===== config.mk =====
export PLATFORM = sky130hd
export DESIGN_NAME = mdsst_top
export DESIGN_NICKNAME = d
export VERILOG_FILES = /design/src/mdsst_pkg.sv /design/src/mdsst_axis_if.sv /design/src/mdsst_axis.sv /design/src/mdsst_top.sv
export VERILOG_INCLUDE_DIRS = /design/src /design/src/src
export SDC_FILE = /design/constraint.sdc
export NUM_CORES = 1
export LEC_CHECK = 0
export BUFFER_PORTS_ARGS = -buffer_cell sky130_fd_sc_hd__buf_4
export CORE_MARGIN = 2
export CORE_UTILIZATION = 45
export DETAILED_ROUTE_END_ITERATION = 16
export GPL_ROUTABILITY_DRIVEN = 0
export PLACE_DENSITY_LB_ADDON = 0.3
export SYNTH_ARGS = -nofsm -noshare
export SYNTH_HDL_FRONTEND = slang
export SYNTH_SLANG_ARGS = --single-unit

===== constraint.sdc =====
create_clock -name ref_clk_i -period 3.7 [get_ports ref_clk_i]
set_input_delay 0.74 -clock ref_clk_i [delete_from_list [all_inputs] [get_ports ref_clk_i]]
set_output_delay 0.74 -clock ref_clk_i [all_outputs]
set_load 0.01 [all_outputs]

===== src/mdsst_regs.svh =====
// mdsst_regs.svh: timing counts and command codes of the motion drive start/stop block
// assumes: included by bare name from the package and the self-checking bench
`ifndef MDSST_REGS_SVH
`define MDSST_REGS_SVH

// ----------------------------------------------------------------
// timing counts
// ----------------------------------------------------------------
`define MDSST_RESET_HOLD_CYC 4
`define MDSST_OUT_DEFINED_CYC 4
`define MDSST_SCLK_START_CYC 4'h2
`define MDSST_BUSY_RESET_CYC 4'h8
`define MDSST_BUSY_WRITE_SCLK 2'h2
`define MDSST_DIR_DELAY_SCLK 2'h1
`define MDSST_PULSE_DELAY_SCLK 2'h3
`define MDSST_MIN_STOP_TICKS 9'h002

// ----------------------------------------------------------------
// command codes on host_cmd_i
// ----------------------------------------------------------------
`define MDSST_CMD_FIX_PLUS 4'h0
`define MDSST_CMD_FIX_MINUS 4'h1
`define MDSST_CMD_CONT_PLUS 4'h2
`define MDSST_CMD_CONT_MINUS 4'h3
`define MDSST_CMD_HOLD 4'h4
`define MDSST_CMD_RELEASE 4'h5
`define MDSST_CMD_DECEL_STOP 4'h6
`define MDSST_CMD_SUDDEN_STOP 4'h7
`define MDSST_CMD_WRITE_OUT 4'h8

// ----------------------------------------------------------------
// reset values
// ----------------------------------------------------------------
`define MDSST_OUT_DATA_RESET 8'h00

`endif


===== src/mdsst_pkg.sv =====
// mdsst_pkg.sv: types shared by the motion drive start/stop modules
// assumes: mdsst_regs.svh sits on the include path
`include "mdsst_regs.svh"

package mdsst_pkg;
  typedef logic [3:0] mdsst_cmd_t;
  typedef enum logic [1:0] {
    MDSST_IDLE,
    MDSST_WAIT,
    MDSST_RUN
  } mdsst_axis_state_e;
endpackage : mdsst_pkg


===== src/mdsst_axis_if.sv =====
// mdsst_axis_if.sv: link between the shared front end and one axis pulse engine
// assumes: both ends run on ref_clk_i
`timescale 1ns/1ps
`default_nettype none

interface mdsst_axis_if #(
  parameter int CW = 16
);
  logic tick;
  logic load;
  logic go;
  logic dir_minus;
  logic contin;
  logic [CW-1:0] count;
  logic [7:0] half;
  logic sudden;
  logic decel;
  logic [1:0] lim;
  logic lim_sudden;
  logic pulse_p;
  logic pulse_m;
  logic step;
  logic dir;
  logic driving;
  logic accel;
  logic decel_st;

  modport front (
    output tick, load, go, dir_minus, contin, count, half, sudden, decel, lim, lim_sudden,
    input pulse_p, pulse_m, step, dir, driving, accel, decel_st
  );
  modport axis (
    input tick, load, go, dir_minus, contin, count, half, sudden, decel, lim, lim_sudden,
    output pulse_p, pulse_m, step, dir, driving, accel, decel_st
  );
endinterface : mdsst_axis_if

`default_nettype wire


===== src/mdsst_axis.sv =====
// mdsst_axis.sv: one axis pulse engine with start delays, ramp status and stops
// assumes: tick is a one-cycle strobe on each system clock rising edge
`timescale 1ns/1ps
`default_nettype none

module mdsst_axis
  import mdsst_pkg::*;
#(
  parameter int CW = 16,
  parameter logic [CW-1:0] RAMP_PULSES = 'h4
) (
  input wire logic ref_clk_i,
  input wire logic rst_i,
  mdsst_axis_if.axis ax
);
  mdsst_axis_state_e state;
  logic [1:0] dly;
  logic [7:0] phase;
  logic hi;
  logic dminus;
  logic cont;
  logic dec_mode;
  logic [CW-1:0] target;
  logic [CW-1:0] sent;
  logic [CW-1:0] dec_left;

  wire [1:0] next_dly = 2'(dly + 2'h1);
  wire [7:0] next_phase = 8'(phase + 8'h01);
  wire half_done = (next_phase >= ax.half);
  wire lim_hit = dminus ? ax.lim[1] : ax.lim[0];
  wire stop_now = ax.sudden | (lim_hit & ax.lim_sudden);
  wire stop_slow = ax.decel | (lim_hit & ~ax.lim_sudden);
  wire [CW-1:0] remain = CW'(target - sent);
  wire count_done = ~cont & (sent >= target);
  wire slow_done = dec_mode & (dec_left == '0);
  wire finish = count_done | slow_done;
  wire near_end = ~cont & (remain < RAMP_PULSES);

  always_ff @(posedge ref_clk_i) begin
    if (rst_i) begin
      state <= MDSST_IDLE;
      dly <= 2'h0;
      phase <= 8'h00;
      hi <= 1'b0;
      dminus <= 1'b0;
      cont <= 1'b0;
      dec_mode <= 1'b0;
      target <= '0;
      sent <= '0;
      dec_left <= '0;
      ax.pulse_p <= 1'b0;
      ax.pulse_m <= 1'b0;
      ax.step <= 1'b0;
      ax.dir <= 1'b0;
      ax.driving <= 1'b0;
      ax.accel <= 1'b0;
      ax.decel_st <= 1'b0;
    end else begin
      if (ax.load) begin
        dminus <= ax.dir_minus;
        cont <= ax.contin;
        target <= ax.count;
      end
      case (state)
        MDSST_IDLE: begin
          if (ax.go) begin
            state <= MDSST_WAIT;
            dly <= 2'h0;
            sent <= '0;
            dec_mode <= 1'b0;
            ax.driving <= 1'b1;
          end
        end
        MDSST_WAIT: begin
          if (ax.tick && stop_now) begin
            state <= MDSST_IDLE;
            ax.driving <= 1'b0;
          end else if (ax.tick) begin
            dly <= next_dly;
            if (next_dly == `MDSST_DIR_DELAY_SCLK) begin
              ax.dir <= dminus;
            end
            if (next_dly == `MDSST_PULSE_DELAY_SCLK) begin
              state <= MDSST_RUN;
              phase <= 8'h00;
              hi <= 1'b1;
              sent <= CW'(1);
              ax.pulse_p <= ~dminus;
              ax.pulse_m <= dminus;
              ax.step <= 1'b1;
              ax.accel <= (RAMP_PULSES != '0);
              ax.decel_st <= 1'b0;
            end
          end
        end
        MDSST_RUN: begin
          if (ax.tick && stop_now) begin
            state <= MDSST_IDLE;
            hi <= 1'b0;
            ax.pulse_p <= 1'b0;
            ax.pulse_m <= 1'b0;
            ax.step <= 1'b0;
            ax.driving <= 1'b0;
            ax.accel <= 1'b0;
            ax.decel_st <= 1'b0;
          end else if (ax.tick) begin
            if (stop_slow && !dec_mode) begin
              dec_mode <= 1'b1;
              dec_left <= RAMP_PULSES;
            end
            phase <= half_done ? 8'h00 : next_phase;
            if (half_done && hi) begin
              hi <= 1'b0;
              ax.pulse_p <= 1'b0;
              ax.pulse_m <= 1'b0;
              ax.step <= 1'b0;
            end else if (half_done && finish) begin
              state <= MDSST_IDLE;
              ax.driving <= 1'b0;
              ax.accel <= 1'b0;
              ax.decel_st <= 1'b0;
            end else if (half_done) begin
              hi <= 1'b1;
              sent <= CW'(sent + CW'(1));
              if (dec_mode) begin
                dec_left <= CW'(dec_left - CW'(1));
              end
              ax.pulse_p <= ~dminus;
              ax.pulse_m <= dminus;
              ax.step <= 1'b1;
              ax.accel <= ~dec_mode & ~near_end & (sent < RAMP_PULSES);
              ax.decel_st <= dec_mode | near_end;
            end
          end
        end
        default: begin
          state <= MDSST_IDLE;
        end
      endcase
    end
  end
endmodule : mdsst_axis

`default_nettype wire


===== src/mdsst_top.sv =====
// mdsst_top.sv: two-axis drive start/stop timing, reset sequencing and busy handshake
// assumes: host pins and machine inputs are asynchronous; host holds cmd/data during a write
// Notes on behaviour
// - every output reaches its reset level within 4 master clock cycles of reset.
// - the system clock stays still in reset and starts 2 master cycles after release.
// - busy stays active for 8 master cycles after reset release.
// - a fixed or continuous drive emits its first pulse 3 system clocks after busy ends.
// - in step plus direction mode the direction is valid 1 system clock after busy ends.
// - driving status rises as busy ends and falls when the final pulse cycle completes.
// - accel and decel status are valid 3 system clocks after busy ends and drop at the end.
// - held axes released together raise driving at busy end and pulse 3 system clocks later.
// - emergency, sudden-mode limit, servo alarm or sudden command stop pulses at once.
// - stop inputs shorter than one system clock are not acted on.
// - stop inputs are sampled on the system clock rising edge.
// - an enabled filter delays stop recognition by the selected time constant.
// - stop inputs, decel-mode limits or the decel command start a decelerating stop.
// - input pins other than limits and emergency stop are readable in status registers and general outputs follow written data.
// - busy is active at most 2 system clocks after each write and the host waits meanwhile.
// - pulse, direction and status outputs change only on system clock rising edges.
`timescale 1ns/1ps
`default_nettype none

module mdsst_top
  import mdsst_pkg::*;
#(
  parameter int CW = 16
) (
  input wire logic ref_clk_i,
  input wire logic rst_i,
  input wire logic host_wr_i,
  input wire logic [1:0] host_axis_i,
  input wire logic [3:0] host_cmd_i,
  input wire logic [15:0] host_data_i,
  input wire logic [7:0] speed_half_i,
  input wire logic step_mode_i,
  input wire logic [1:0] limit_sudden_i,
  input wire logic [5:0] stop_enable_i,
  input wire logic [1:0] alarm_enable_i,
  input wire logic filter_enable_i,
  input wire logic [2:0] filter_const_i,
  input wire logic emergency_stop_in_n,
  input wire logic [3:0] limit_plus_minus_in,
  input wire logic [1:0] servo_alarm_in,
  input wire logic [5:0] stop_inputs,
  input wire logic [11:0] general_inputs,
  input wire logic [1:0] ext_jog_plus_in,
  input wire logic [1:0] ext_jog_minus_in,
  input wire logic [1:0] in_position_in,
  output logic sclk_o,
  output logic busy_out_n,
  output logic busy_oe_o,
  output logic [1:0] plus_pulse_out,
  output logic [1:0] minus_pulse_out,
  output logic [1:0] step_pulse_out,
  output logic [1:0] direction_out,
  output logic [1:0] driving_status_out,
  output logic [1:0] accelerating_out,
  output logic [1:0] decelerating_out,
  output logic [15:0] input_status_reg_a,
  output logic [15:0] input_status_reg_b,
  output logic [15:0] general_outputs
);
  localparam int PW = 32;
  localparam int SW = 13;

  // ----------------------------------------------------------------
  // pin synchronisers
  // ----------------------------------------------------------------
  wire [PW-1:0] pins = {host_wr_i, in_position_in, ext_jog_minus_in, ext_jog_plus_in,
                        general_inputs, ~emergency_stop_in_n, servo_alarm_in,
                        limit_plus_minus_in, stop_inputs};
  logic [PW-1:0] s1;
  logic [PW-1:0] s2;
  logic [PW-1:0] s3;
  logic [PW-1:0] st;

  always_ff @(posedge ref_clk_i) begin
    if (rst_i) begin
      s1 <= '0;
      s2 <= '0;
      s3 <= '0;
      st <= '0;
    end else begin
      s1 <= pins;
      s2 <= s1;
      s3 <= s2;
      for (int i = 0; i < PW; i++) begin
        if (s2[i] == s3[i]) begin
          st[i] <= s3[i];
        end
      end
    end
  end

  // ----------------------------------------------------------------
  // reset sequencing and system clock
  // ----------------------------------------------------------------
  logic [3:0] rcnt;
  logic wbusy;
  logic [1:0] wcnt;
  logic wr_prev;
  mdsst_cmd_t cmd;
  logic [1:0] cax;
  logic [15:0] cdata;
  wire [3:0] next_rcnt = (rcnt == `MDSST_BUSY_RESET_CYC) ? rcnt : 4'(rcnt + 4'h1);
  wire sclk_run = (next_rcnt >= `MDSST_SCLK_START_CYC);
  wire tick = sclk_run & ~sclk_o;
  wire [1:0] next_wcnt = 2'(wcnt + 2'h1);
  wire release_evt = wbusy & tick & (next_wcnt == `MDSST_BUSY_WRITE_SCLK);
  wire host_take = st[PW-1] & ~wr_prev & busy_out_n;
  wire next_busy = (next_rcnt < `MDSST_BUSY_RESET_CYC) | (wbusy & ~release_evt) | host_take;

  always_ff @(posedge ref_clk_i) begin
    if (rst_i) begin
      rcnt <= 4'h0;
      sclk_o <= 1'b0;
      busy_out_n <= 1'b0;
      busy_oe_o <= 1'b1;
      wbusy <= 1'b0;
      wcnt <= 2'h0;
      wr_prev <= 1'b0;
      cmd <= `MDSST_CMD_HOLD;
      cax <= 2'h0;
      cdata <= 16'h0000;
    end else begin
      rcnt <= next_rcnt;
      wr_prev <= st[PW-1];
      if (sclk_run) begin
        sclk_o <= ~sclk_o;
      end
      busy_out_n <= ~next_busy;
      busy_oe_o <= next_busy;
      if (host_take) begin
        wbusy <= 1'b1;
        wcnt <= 2'h0;
        cmd <= host_cmd_i;
        cax <= host_axis_i;
        cdata <= host_data_i;
      end else if (wbusy && tick) begin
        wcnt <= next_wcnt;
        if (release_evt) begin
          wbusy <= 1'b0;
        end
      end
    end
  end

  // ----------------------------------------------------------------
  // stop input sampling and filters
  // ----------------------------------------------------------------
  logic [SW-1:0] act;
  logic [8:0] fcnt [SW];
  wire [8:0] thr = filter_enable_i ? (`MDSST_MIN_STOP_TICKS << filter_const_i)
                                   : `MDSST_MIN_STOP_TICKS;

  always_ff @(posedge ref_clk_i) begin
    if (rst_i) begin
      act <= '0;
      for (int i = 0; i < SW; i++) begin
        fcnt[i] <= 9'h000;
      end
    end else if (tick) begin
      for (int i = 0; i < SW; i++) begin
        if (!st[i]) begin
          fcnt[i] <= 9'h000;
          act[i] <= 1'b0;
        end else if (fcnt[i] != 9'h1ff) begin
          fcnt[i] <= 9'(fcnt[i] + 9'h001);
          act[i] <= (9'(fcnt[i] + 9'h001) >= thr);
        end
      end
    end
  end

  // ----------------------------------------------------------------
  // command decode and hold
  // ----------------------------------------------------------------
  wire is_drive = (cmd <= `MDSST_CMD_CONT_MINUS);
  wire drive_evt = release_evt & is_drive;
  wire rel_cmd = release_evt & (cmd == `MDSST_CMD_RELEASE);
  wire dec_cmd = release_evt & (cmd == `MDSST_CMD_DECEL_STOP);
  wire sud_cmd = release_evt & (cmd == `MDSST_CMD_SUDDEN_STOP);
  wire out_cmd = release_evt & (cmd == `MDSST_CMD_WRITE_OUT);
  logic hold_on;
  logic [1:0] pend;

  always_ff @(posedge ref_clk_i) begin
    if (rst_i) begin
      hold_on <= 1'b0;
      pend <= 2'h0;
    end else if (rel_cmd) begin
      hold_on <= 1'b0;
      pend <= 2'h0;
    end else begin
      if (release_evt && cmd == `MDSST_CMD_HOLD) begin
        hold_on <= 1'b1;
      end
      if (drive_evt && hold_on) begin
        pend <= pend | cax;
      end
    end
  end

  // ----------------------------------------------------------------
  // axis engines
  // ----------------------------------------------------------------
  mdsst_axis_if #(.CW(CW)) axi [2] ();

  for (genvar a = 0; a < 2; a++) begin : g_axis
    wire sel = cax[a];
    assign axi[a].tick = tick;
    assign axi[a].load = drive_evt & sel;
    assign axi[a].go = (drive_evt & sel & ~hold_on) | (rel_cmd & pend[a]);
    assign axi[a].dir_minus = cmd[0];
    assign axi[a].contin = cmd[1];
    assign axi[a].count = CW'(cdata);
    assign axi[a].half = (speed_half_i == 8'h00) ? 8'h01 : speed_half_i;
    assign axi[a].sudden = act[12] | (act[10+a] & alarm_enable_i[a]) | (sud_cmd & sel);
    assign axi[a].decel = (|(act[3*a +: 3] & stop_enable_i[3*a +: 3])) | (dec_cmd & sel);
    assign axi[a].lim = act[6+2*a +: 2];
    assign axi[a].lim_sudden = limit_sudden_i[a];

    mdsst_axis #(.CW(CW)) u_axis (
      .ref_clk_i(ref_clk_i),
      .rst_i(rst_i),
      .ax(axi[a])
    );

    assign plus_pulse_out[a] = axi[a].pulse_p & ~step_mode_i;
    assign minus_pulse_out[a] = axi[a].pulse_m & ~step_mode_i;
    assign step_pulse_out[a] = axi[a].step & step_mode_i;
    assign direction_out[a] = axi[a].dir & step_mode_i;
    assign driving_status_out[a] = axi[a].driving;
    assign accelerating_out[a] = axi[a].accel;
    assign decelerating_out[a] = axi[a].decel_st;
  end

  // ----------------------------------------------------------------
  // status and general outputs
  // ----------------------------------------------------------------
  always_ff @(posedge ref_clk_i) begin
    if (rst_i) begin
      input_status_reg_a <= 16'h0000;
      input_status_reg_b <= 16'h0000;
      general_outputs <= {2{`MDSST_OUT_DATA_RESET}};
    end else begin
      input_status_reg_a <= {2'h0, st[11], st[30], st[28], st[26], st[5:3],
                             st[10], st[29], st[27], st[25], st[2:0]};
      input_status_reg_b <= {4'h0, st[24:13]};
      if (out_cmd && cax[0]) begin
        general_outputs[7:0] <= cdata[7:0];
      end
      if (out_cmd && cax[1]) begin
        general_outputs[15:8] <= cdata[7:0];
      end
    end
  end
endmodule : mdsst_top

`default_nettype wire


* Word-level counts from Yosys, hierarchy flattened
Memory sizes are Yosys's and may differ from the RTL's.
Cells that the tools add are included.
W data, S select, Z words.
** Word-level totals
- Memories :: 1
- Bits in registers :: 365
- Output and inout bits :: 65
- Memory bits (writable) :: 117
** Memories
- fcnt :: depth 13, width 9, rd ports 13, clocked after memory_dff 0, write ports 13, RTL line mdsst_top.sv:152 : logic [8:0] fcnt [SW];
** Cells by class
- Bitwise logic cells :: 111
- Equality and inequality tests :: 111
- Shift-type cells :: 1
- Muxes and demuxes :: 357
- Reduce and logical (&&, ||, !) cells :: 68
- Magnitude comparators :: 24
- Add/subtract/negate cells :: 25
** Operators by type and width (count)
- $mux W16 :: 28
- $mux W1 :: 244
- $mux W9 :: 27
- $add A9 B1 Y9 const B :: 13
- $ge A9 B9 Y1 :: 13
- $ne A9 B9 Y1 const B :: 13
- $mux W8 :: 13
- $pmux W16 S3 :: 2
- $lt A16 B3 Y1 const B :: 4
- $ne A2 B1 Y1 const B :: 23
- $and A1 B1 Y1 :: 45
- $mux W2 :: 22
- $or A1 B1 Y1 :: 44
- $reduce_and A6 Y1 :: 6
- $add A16 B1 Y16 const B :: 2
- $eq A1 B1 Y1 :: 32
- $ge A16 B16 Y1 :: 2
- $logic_not A16 Y1 :: 2
- $pmux W8 S2 :: 2
- $sub A16 B1 Y16 const B :: 2
- $sub A16 B16 Y16 :: 2
- $reduce_and A2 Y1 :: 14
- $reduce_and A7 Y1 :: 4
- $ne A2 B2 Y1 const B :: 12
- other kinds (36) :: 126

* Logic depth before layout (Yosys ltp)
- Word-level depth :: 16
- Mapped depth :: 15

* Hierarchy
From an unflattened synthesis, not the netlist that was laid out.
** Unflattened totals
- Cells, all modules :: 2727
- Area total of the unflattened synthesis :: 25309.3 µm²
** By module, submodules not included
- mdsst_top :: cells each 1525, area an instance 15803.9 µm², sequential area each 7897.6 µm², instances 1
- mdsst_axis (g_axis[1].u_axis) :: cells each 612, area an instance 4784.6 µm², sequential area each 1401.3 µm², instances 1
- mdsst_axis (g_axis[0].u_axis) :: cells each 590, area an instance 4720.8 µm², sequential area each 1401.3 µm², instances 1

* Worst setup path after synthesis
No wires, ideal clock.
- Path type :: in2reg
- Start :: input port speed_half_i[4]
- End :: register g_axis[1].u_axis.dec_left[15]
- Stages on the path :: 12
- Slack :: 296 ps
- Buffers on the path :: 1
- Arrival time :: 3275 ps
- Required time :: 3571 ps
- Cell sequence :: nor4_1 -> a41o_1 -> ha_1 -> o21ai_0 -> a21o_1 -> a311oi_1 -> o2111ai_1 -> or4_1 -> clkbuf_1 -> or4_1 -> nand4_1 -> o31ai_1
** Between the ends
- Word-level cells in the longest chain between the ends :: 6
- Elaborated cells on any way between the ends :: 8
- Those cells by class :: order compare: 1; mux: 4; reduce/logical: 3
** RTL lines
- start: declaration :: RTL line mdsst_top.sv:34 : input wire logic [7:0] speed_half_i,
- $logic_not A8 Y1 :: RTL line mdsst_top.sv:217 : assign axi[a].half = (speed_half_i == 8'h00) ? 8'h01 : speed_half_i;
- $mux W8 (*) :: RTL line mdsst_top.sv:217
- $ge A8 B8 Y1 (*) :: RTL line mdsst_axis.sv:29 : wire half_done = (next_phase >= ax.half);
- $mux W16 / $logic_and A1 B1 Y1 (equally long branches) :: RTL line mdsst_axis.sv:122, mdsst_axis.sv:117
- $mux W16 :: RTL line mdsst_axis.sv:117 : end else if (half_done && finish) begin
- $mux W16 (*) :: RTL line mdsst_axis.sv:112 : if (half_done && hi) begin
- end signal: assignment :: RTL line mdsst_axis.sv:126 : dec_left <= CW'(dec_left - CW'(1));
- end: declaration :: RTL line mdsst_axis.sv:25 : logic [CW-1:0] dec_left;
Mark *: on every way between the ends. The rest lies on a longest branch, timed or not.
A chain may end at the register's enable or synchronous reset.

* Worst setup path after layout
- Start :: register g_axis[1].u_axis.phase[2]
- End :: register g_axis[1].u_axis.dec_left[15]
** Between the ends
- Word-level cells in the longest chain between the ends :: 5
- Elaborated cells on any way between the ends :: 7
- Those cells by class :: add/sub: 1; order compare: 1; mux: 3; reduce/logical: 2
** RTL lines
- start: declaration :: RTL line mdsst_axis.sv:18 : logic [7:0] phase;
- start signal: assignment :: RTL line mdsst_axis.sv:111 : phase <= half_done ? 8'h00 : next_phase;
- $add A8 B1 Y8 (*) :: RTL line mdsst_axis.sv:28 : wire [7:0] next_phase = 8'(phase + 8'h01);
- $ge A8 B8 Y1 (*) :: RTL line mdsst_axis.sv:29
- $mux W16 / $logic_and A1 B1 Y1 (equally long branches) :: RTL line mdsst_axis.sv:122, mdsst_axis.sv:117
- $mux W16 :: RTL line mdsst_axis.sv:117
- $mux W16 (*) :: RTL line mdsst_axis.sv:112
Marks and branches as above.

==> results.txt <==
Design area: 0.02794 mm^2
Most frequent cells in the layout: 356 x dfxtp_1, 281 x nand2_1, 220 x a21oi_1
Worst-Skew Late Latency: 610 ps
Area fraction of the dominant cell type after synthesis: 29.71%
Critical-path cell list: and3_2 > and3_1 > nand3_1 > xnor2_1 > ha_1 > o21a_1 > nor2_1 > a311oi_2 > buf_4 > o2111ai_1 > or4_4 > or4_1 > nand4_1 > o31ai_1
WL per Instance: 16.50 um
Final-report max-slew violation count: 0
Startpoint types: flip-flop
Final min period: 3470 ps
YS warnings: 0
H-tree depth: 2
CTS tree: built
Row count: 84
Port Buf Inserts: 137
CP required: 4160 ps
Vias per cell: 5.508
CTS max path bufs: 3
Post-synthesis sequential area ratio: 44.24%
Die ar.: 0.05562 mm^2
Yosys reg bits: 476
Top cells by area, synth: dfxtp_1 30%, edfxtp_1 15%, ha_1 10%
Maximum VDD drop: 0.3133 mV
CTS Buf Count: 51
Layout Utilization: 52.84%
HP Class: input pin to flip-flop
Status: finished clean
Clock sinks: 476
Synth Area in Simple Gates: 23.06%
Die Ht: 235.8 um
Largest net degree at the start of global routing: 90
Setup_tns: 0 ps
Cell family with most CP delay: simple AND/OR/NAND/NOR gates
Ports: 144
Setup Slack @ Placement: -36.83 ps
Kind of critical path: flip-flop to flip-flop
DRT iter0 DRCs: 1260
Via count: 19380
Max cap viols: 0
CP Capture Type: flip-flop
Post-Synth Adder-Cell Area: 10.35%
Crit Path Max Fanout: 5
CP max stage delay: 470 ps
Final Hold Viols: 0
Max Freq: 288.2 MHz
RSZ-0062 raised after global routing: false
Compound-Gate Fraction of Synth Area: 13.98%
# DRC: 0
Drt pass-1 iters: 6
Hold path cells: 2
WL final: 58060 um
Main combinational cell family by area after synthesis: simple AND/OR/NAND/NOR gates
First-pass GRT wire length: 93700 um
Post-Synth XOR/XNOR Area: 3.585%
Antenna viol nets, final: 0
Mapped Cells: 2641
Starting Density: 45.75%
Worst Max-Slew Pin Slew: 1050 ps
Pwr per Cell Area: 436.9 mW/mm^2
Post-DP HPWL: 41660 um
DIE WIDTH: 235.8 um
Post-synth EDFFs: 117
Multiplexer area fraction after synthesis: 1.490%
Synth Flop Type: dfxtp_1
Yosys cell types: 82
R2R cell count: 14
Final period util: 93.79%
Total track usage: 20.35%
Layout cell share with drive strength beyond 1: 11.80%
Slowest cell on the critical path: or4_4
Endpoints failing setup: 0
Vias in the first global route: 18580
Critical path depth: 14
Total grt overflow: 0
Cell area after placement: 0.02611 mm^2
Core area: 0.05287 mm^2
Commonest non-fill, non-tap cell in the layout: dfxtp_1
Slew HR: 29.82%
Final Skew: 30.49 ps
WP data arrival: 3930 ps
Area leader, netlist: dfxtp_1
Mapped Area: 0.02419 mm^2
Lkg Pwr: 11.27 nW
CTS root buf: clkbuf_16
Fill cells: 4752
Worst path buffer plus inverter count: 1
Area grow syn2layout: 15.50%
Avg Cell Area, Syn: 9.159 um^2
Worst setup margin: 229.7 ps
Nets: 3068
CTS clk-pin slew, worst paths: 70 ps
# diodes: 0
Asr flop ratio synth: 0%
Initial antenna violation count: 2
## through the flow
| step | instances | power, mW | hold WS (ps) |
|---|---|---|---|
| final | 3518 | 12.21 | 276.5 |
| after detailed placement | 3420 | 7.068 | 423.1 |
| after CTS | 3516 | 12.32 | 240.7 |
| after global routing | 3518 | 12.72 | 244.2 |
| after floorplan | 2646 | 6.668 | 413.8 |
| after global placement | 3420 | 7.006 | 417.8 |
## cell families after synthesis
family	count (synthesis)
simple gates	1079
compound gates	553
flops	476
fa+ha+maj	200
buf+inv	198
xor+xnor	99
mux	35
other cells	1
## path summary, 6_finish.rpt
kind,startpoint,to,slack (ps)
setup / recovery,g_axis[1].u_axis.phase[2],g_axis[1].u_axis.dec_left[15],230
hold / removal,emergency_stop_in_n,s1[12],280
setup reg to reg,g_axis[1].u_axis.phase[2],g_axis[1].u_axis.dec_left[15],230
hold reg to reg,s1[29],s2[29],430
## metal layers
layer | GRT usage [%] | vias up | part of all wire [%]
li1 | - | 9600 | -
met1 | 27.46 | 9203 | 46
met2 | 33.48 | 481 | 46
met3 | 3.429 | 94 | 5.3
met4 | 5.964 | 0 | 2.3
met5 | 0 | - | 0
## final cells by class
class,count,area (um^2),share of cell area (%)
clock inverter,20,221.5,0.7927
timing repair buffer,198,1510,5.406
tap,688,860.8,3.081
sequential,476,10700,38.32
inverter,90,337.8,1.209
clock buffer,74,1526,5.464
multi-input combinational,1972,12780,45.73
## power breakdown
group / total, mW / internal, mW / switching (mW) / leakage, nW
Sequential: 5.78 / 5.60 / 0.175 / 4.20
Combinational: 1.18 / 0.499 / 0.685 / 6.21
Clock: 5.24 / 3.09 / 2.16 / 0.853
Total: 12.2 / 9.19 / 3.02 / 11.3
## synthesized netlist by cell type, types with 17 or more instances
| cell type | count |
|---|---|
| dfxtp_1 | 359 |
| nand2_1 | 281 |
| a21oi_1 | 220 |
| ha_1 | 200 |
| nor2b_1 | 175 |
| nor2_1 | 164 |
| o21ai_0 | 137 |
| and2_1 | 117 |
| edfxtp_1 | 117 |
| nand3_1 | 91 |
| inv_1 | 88 |
| clkbuf_1 | 87 |
| xor2_1 | 51 |
| xnor2_1 | 48 |
| and3_1 | 43 |
| nand2b_1 | 38 |
| nor3_1 | 36 |
| mux2i_1 | 30 |
| nand4_1 | 26 |
| a22oi_1 | 22 |
| o21a_1 | 22 |
| o211ai_1 | 21 |
| or3_1 | 21 |
| a31oi_1 | 19 |
| nand3b_1 | 17 |
| or4_1 | 17 |
## state kept, by name, indices dropped and copies added (netlist names), 32 cells and up
register,cells
g_axis.u_axis.dec_left,32
s3,32
fcnt,117
st,32
s1,32
g_axis.u_axis.sent,32
s2,32
g_axis.u_axis.target,32
## repair_timing
item,4_1_cts,5_1_grt
hold buffers,0,0
gates resized for setup,2,14
buffers inserted,2,2
endpoints found under the setup margin,6,39
pin swaps,1,3
endpoints found under the hold margin,0,0
(Power assumes the default switching activity.)
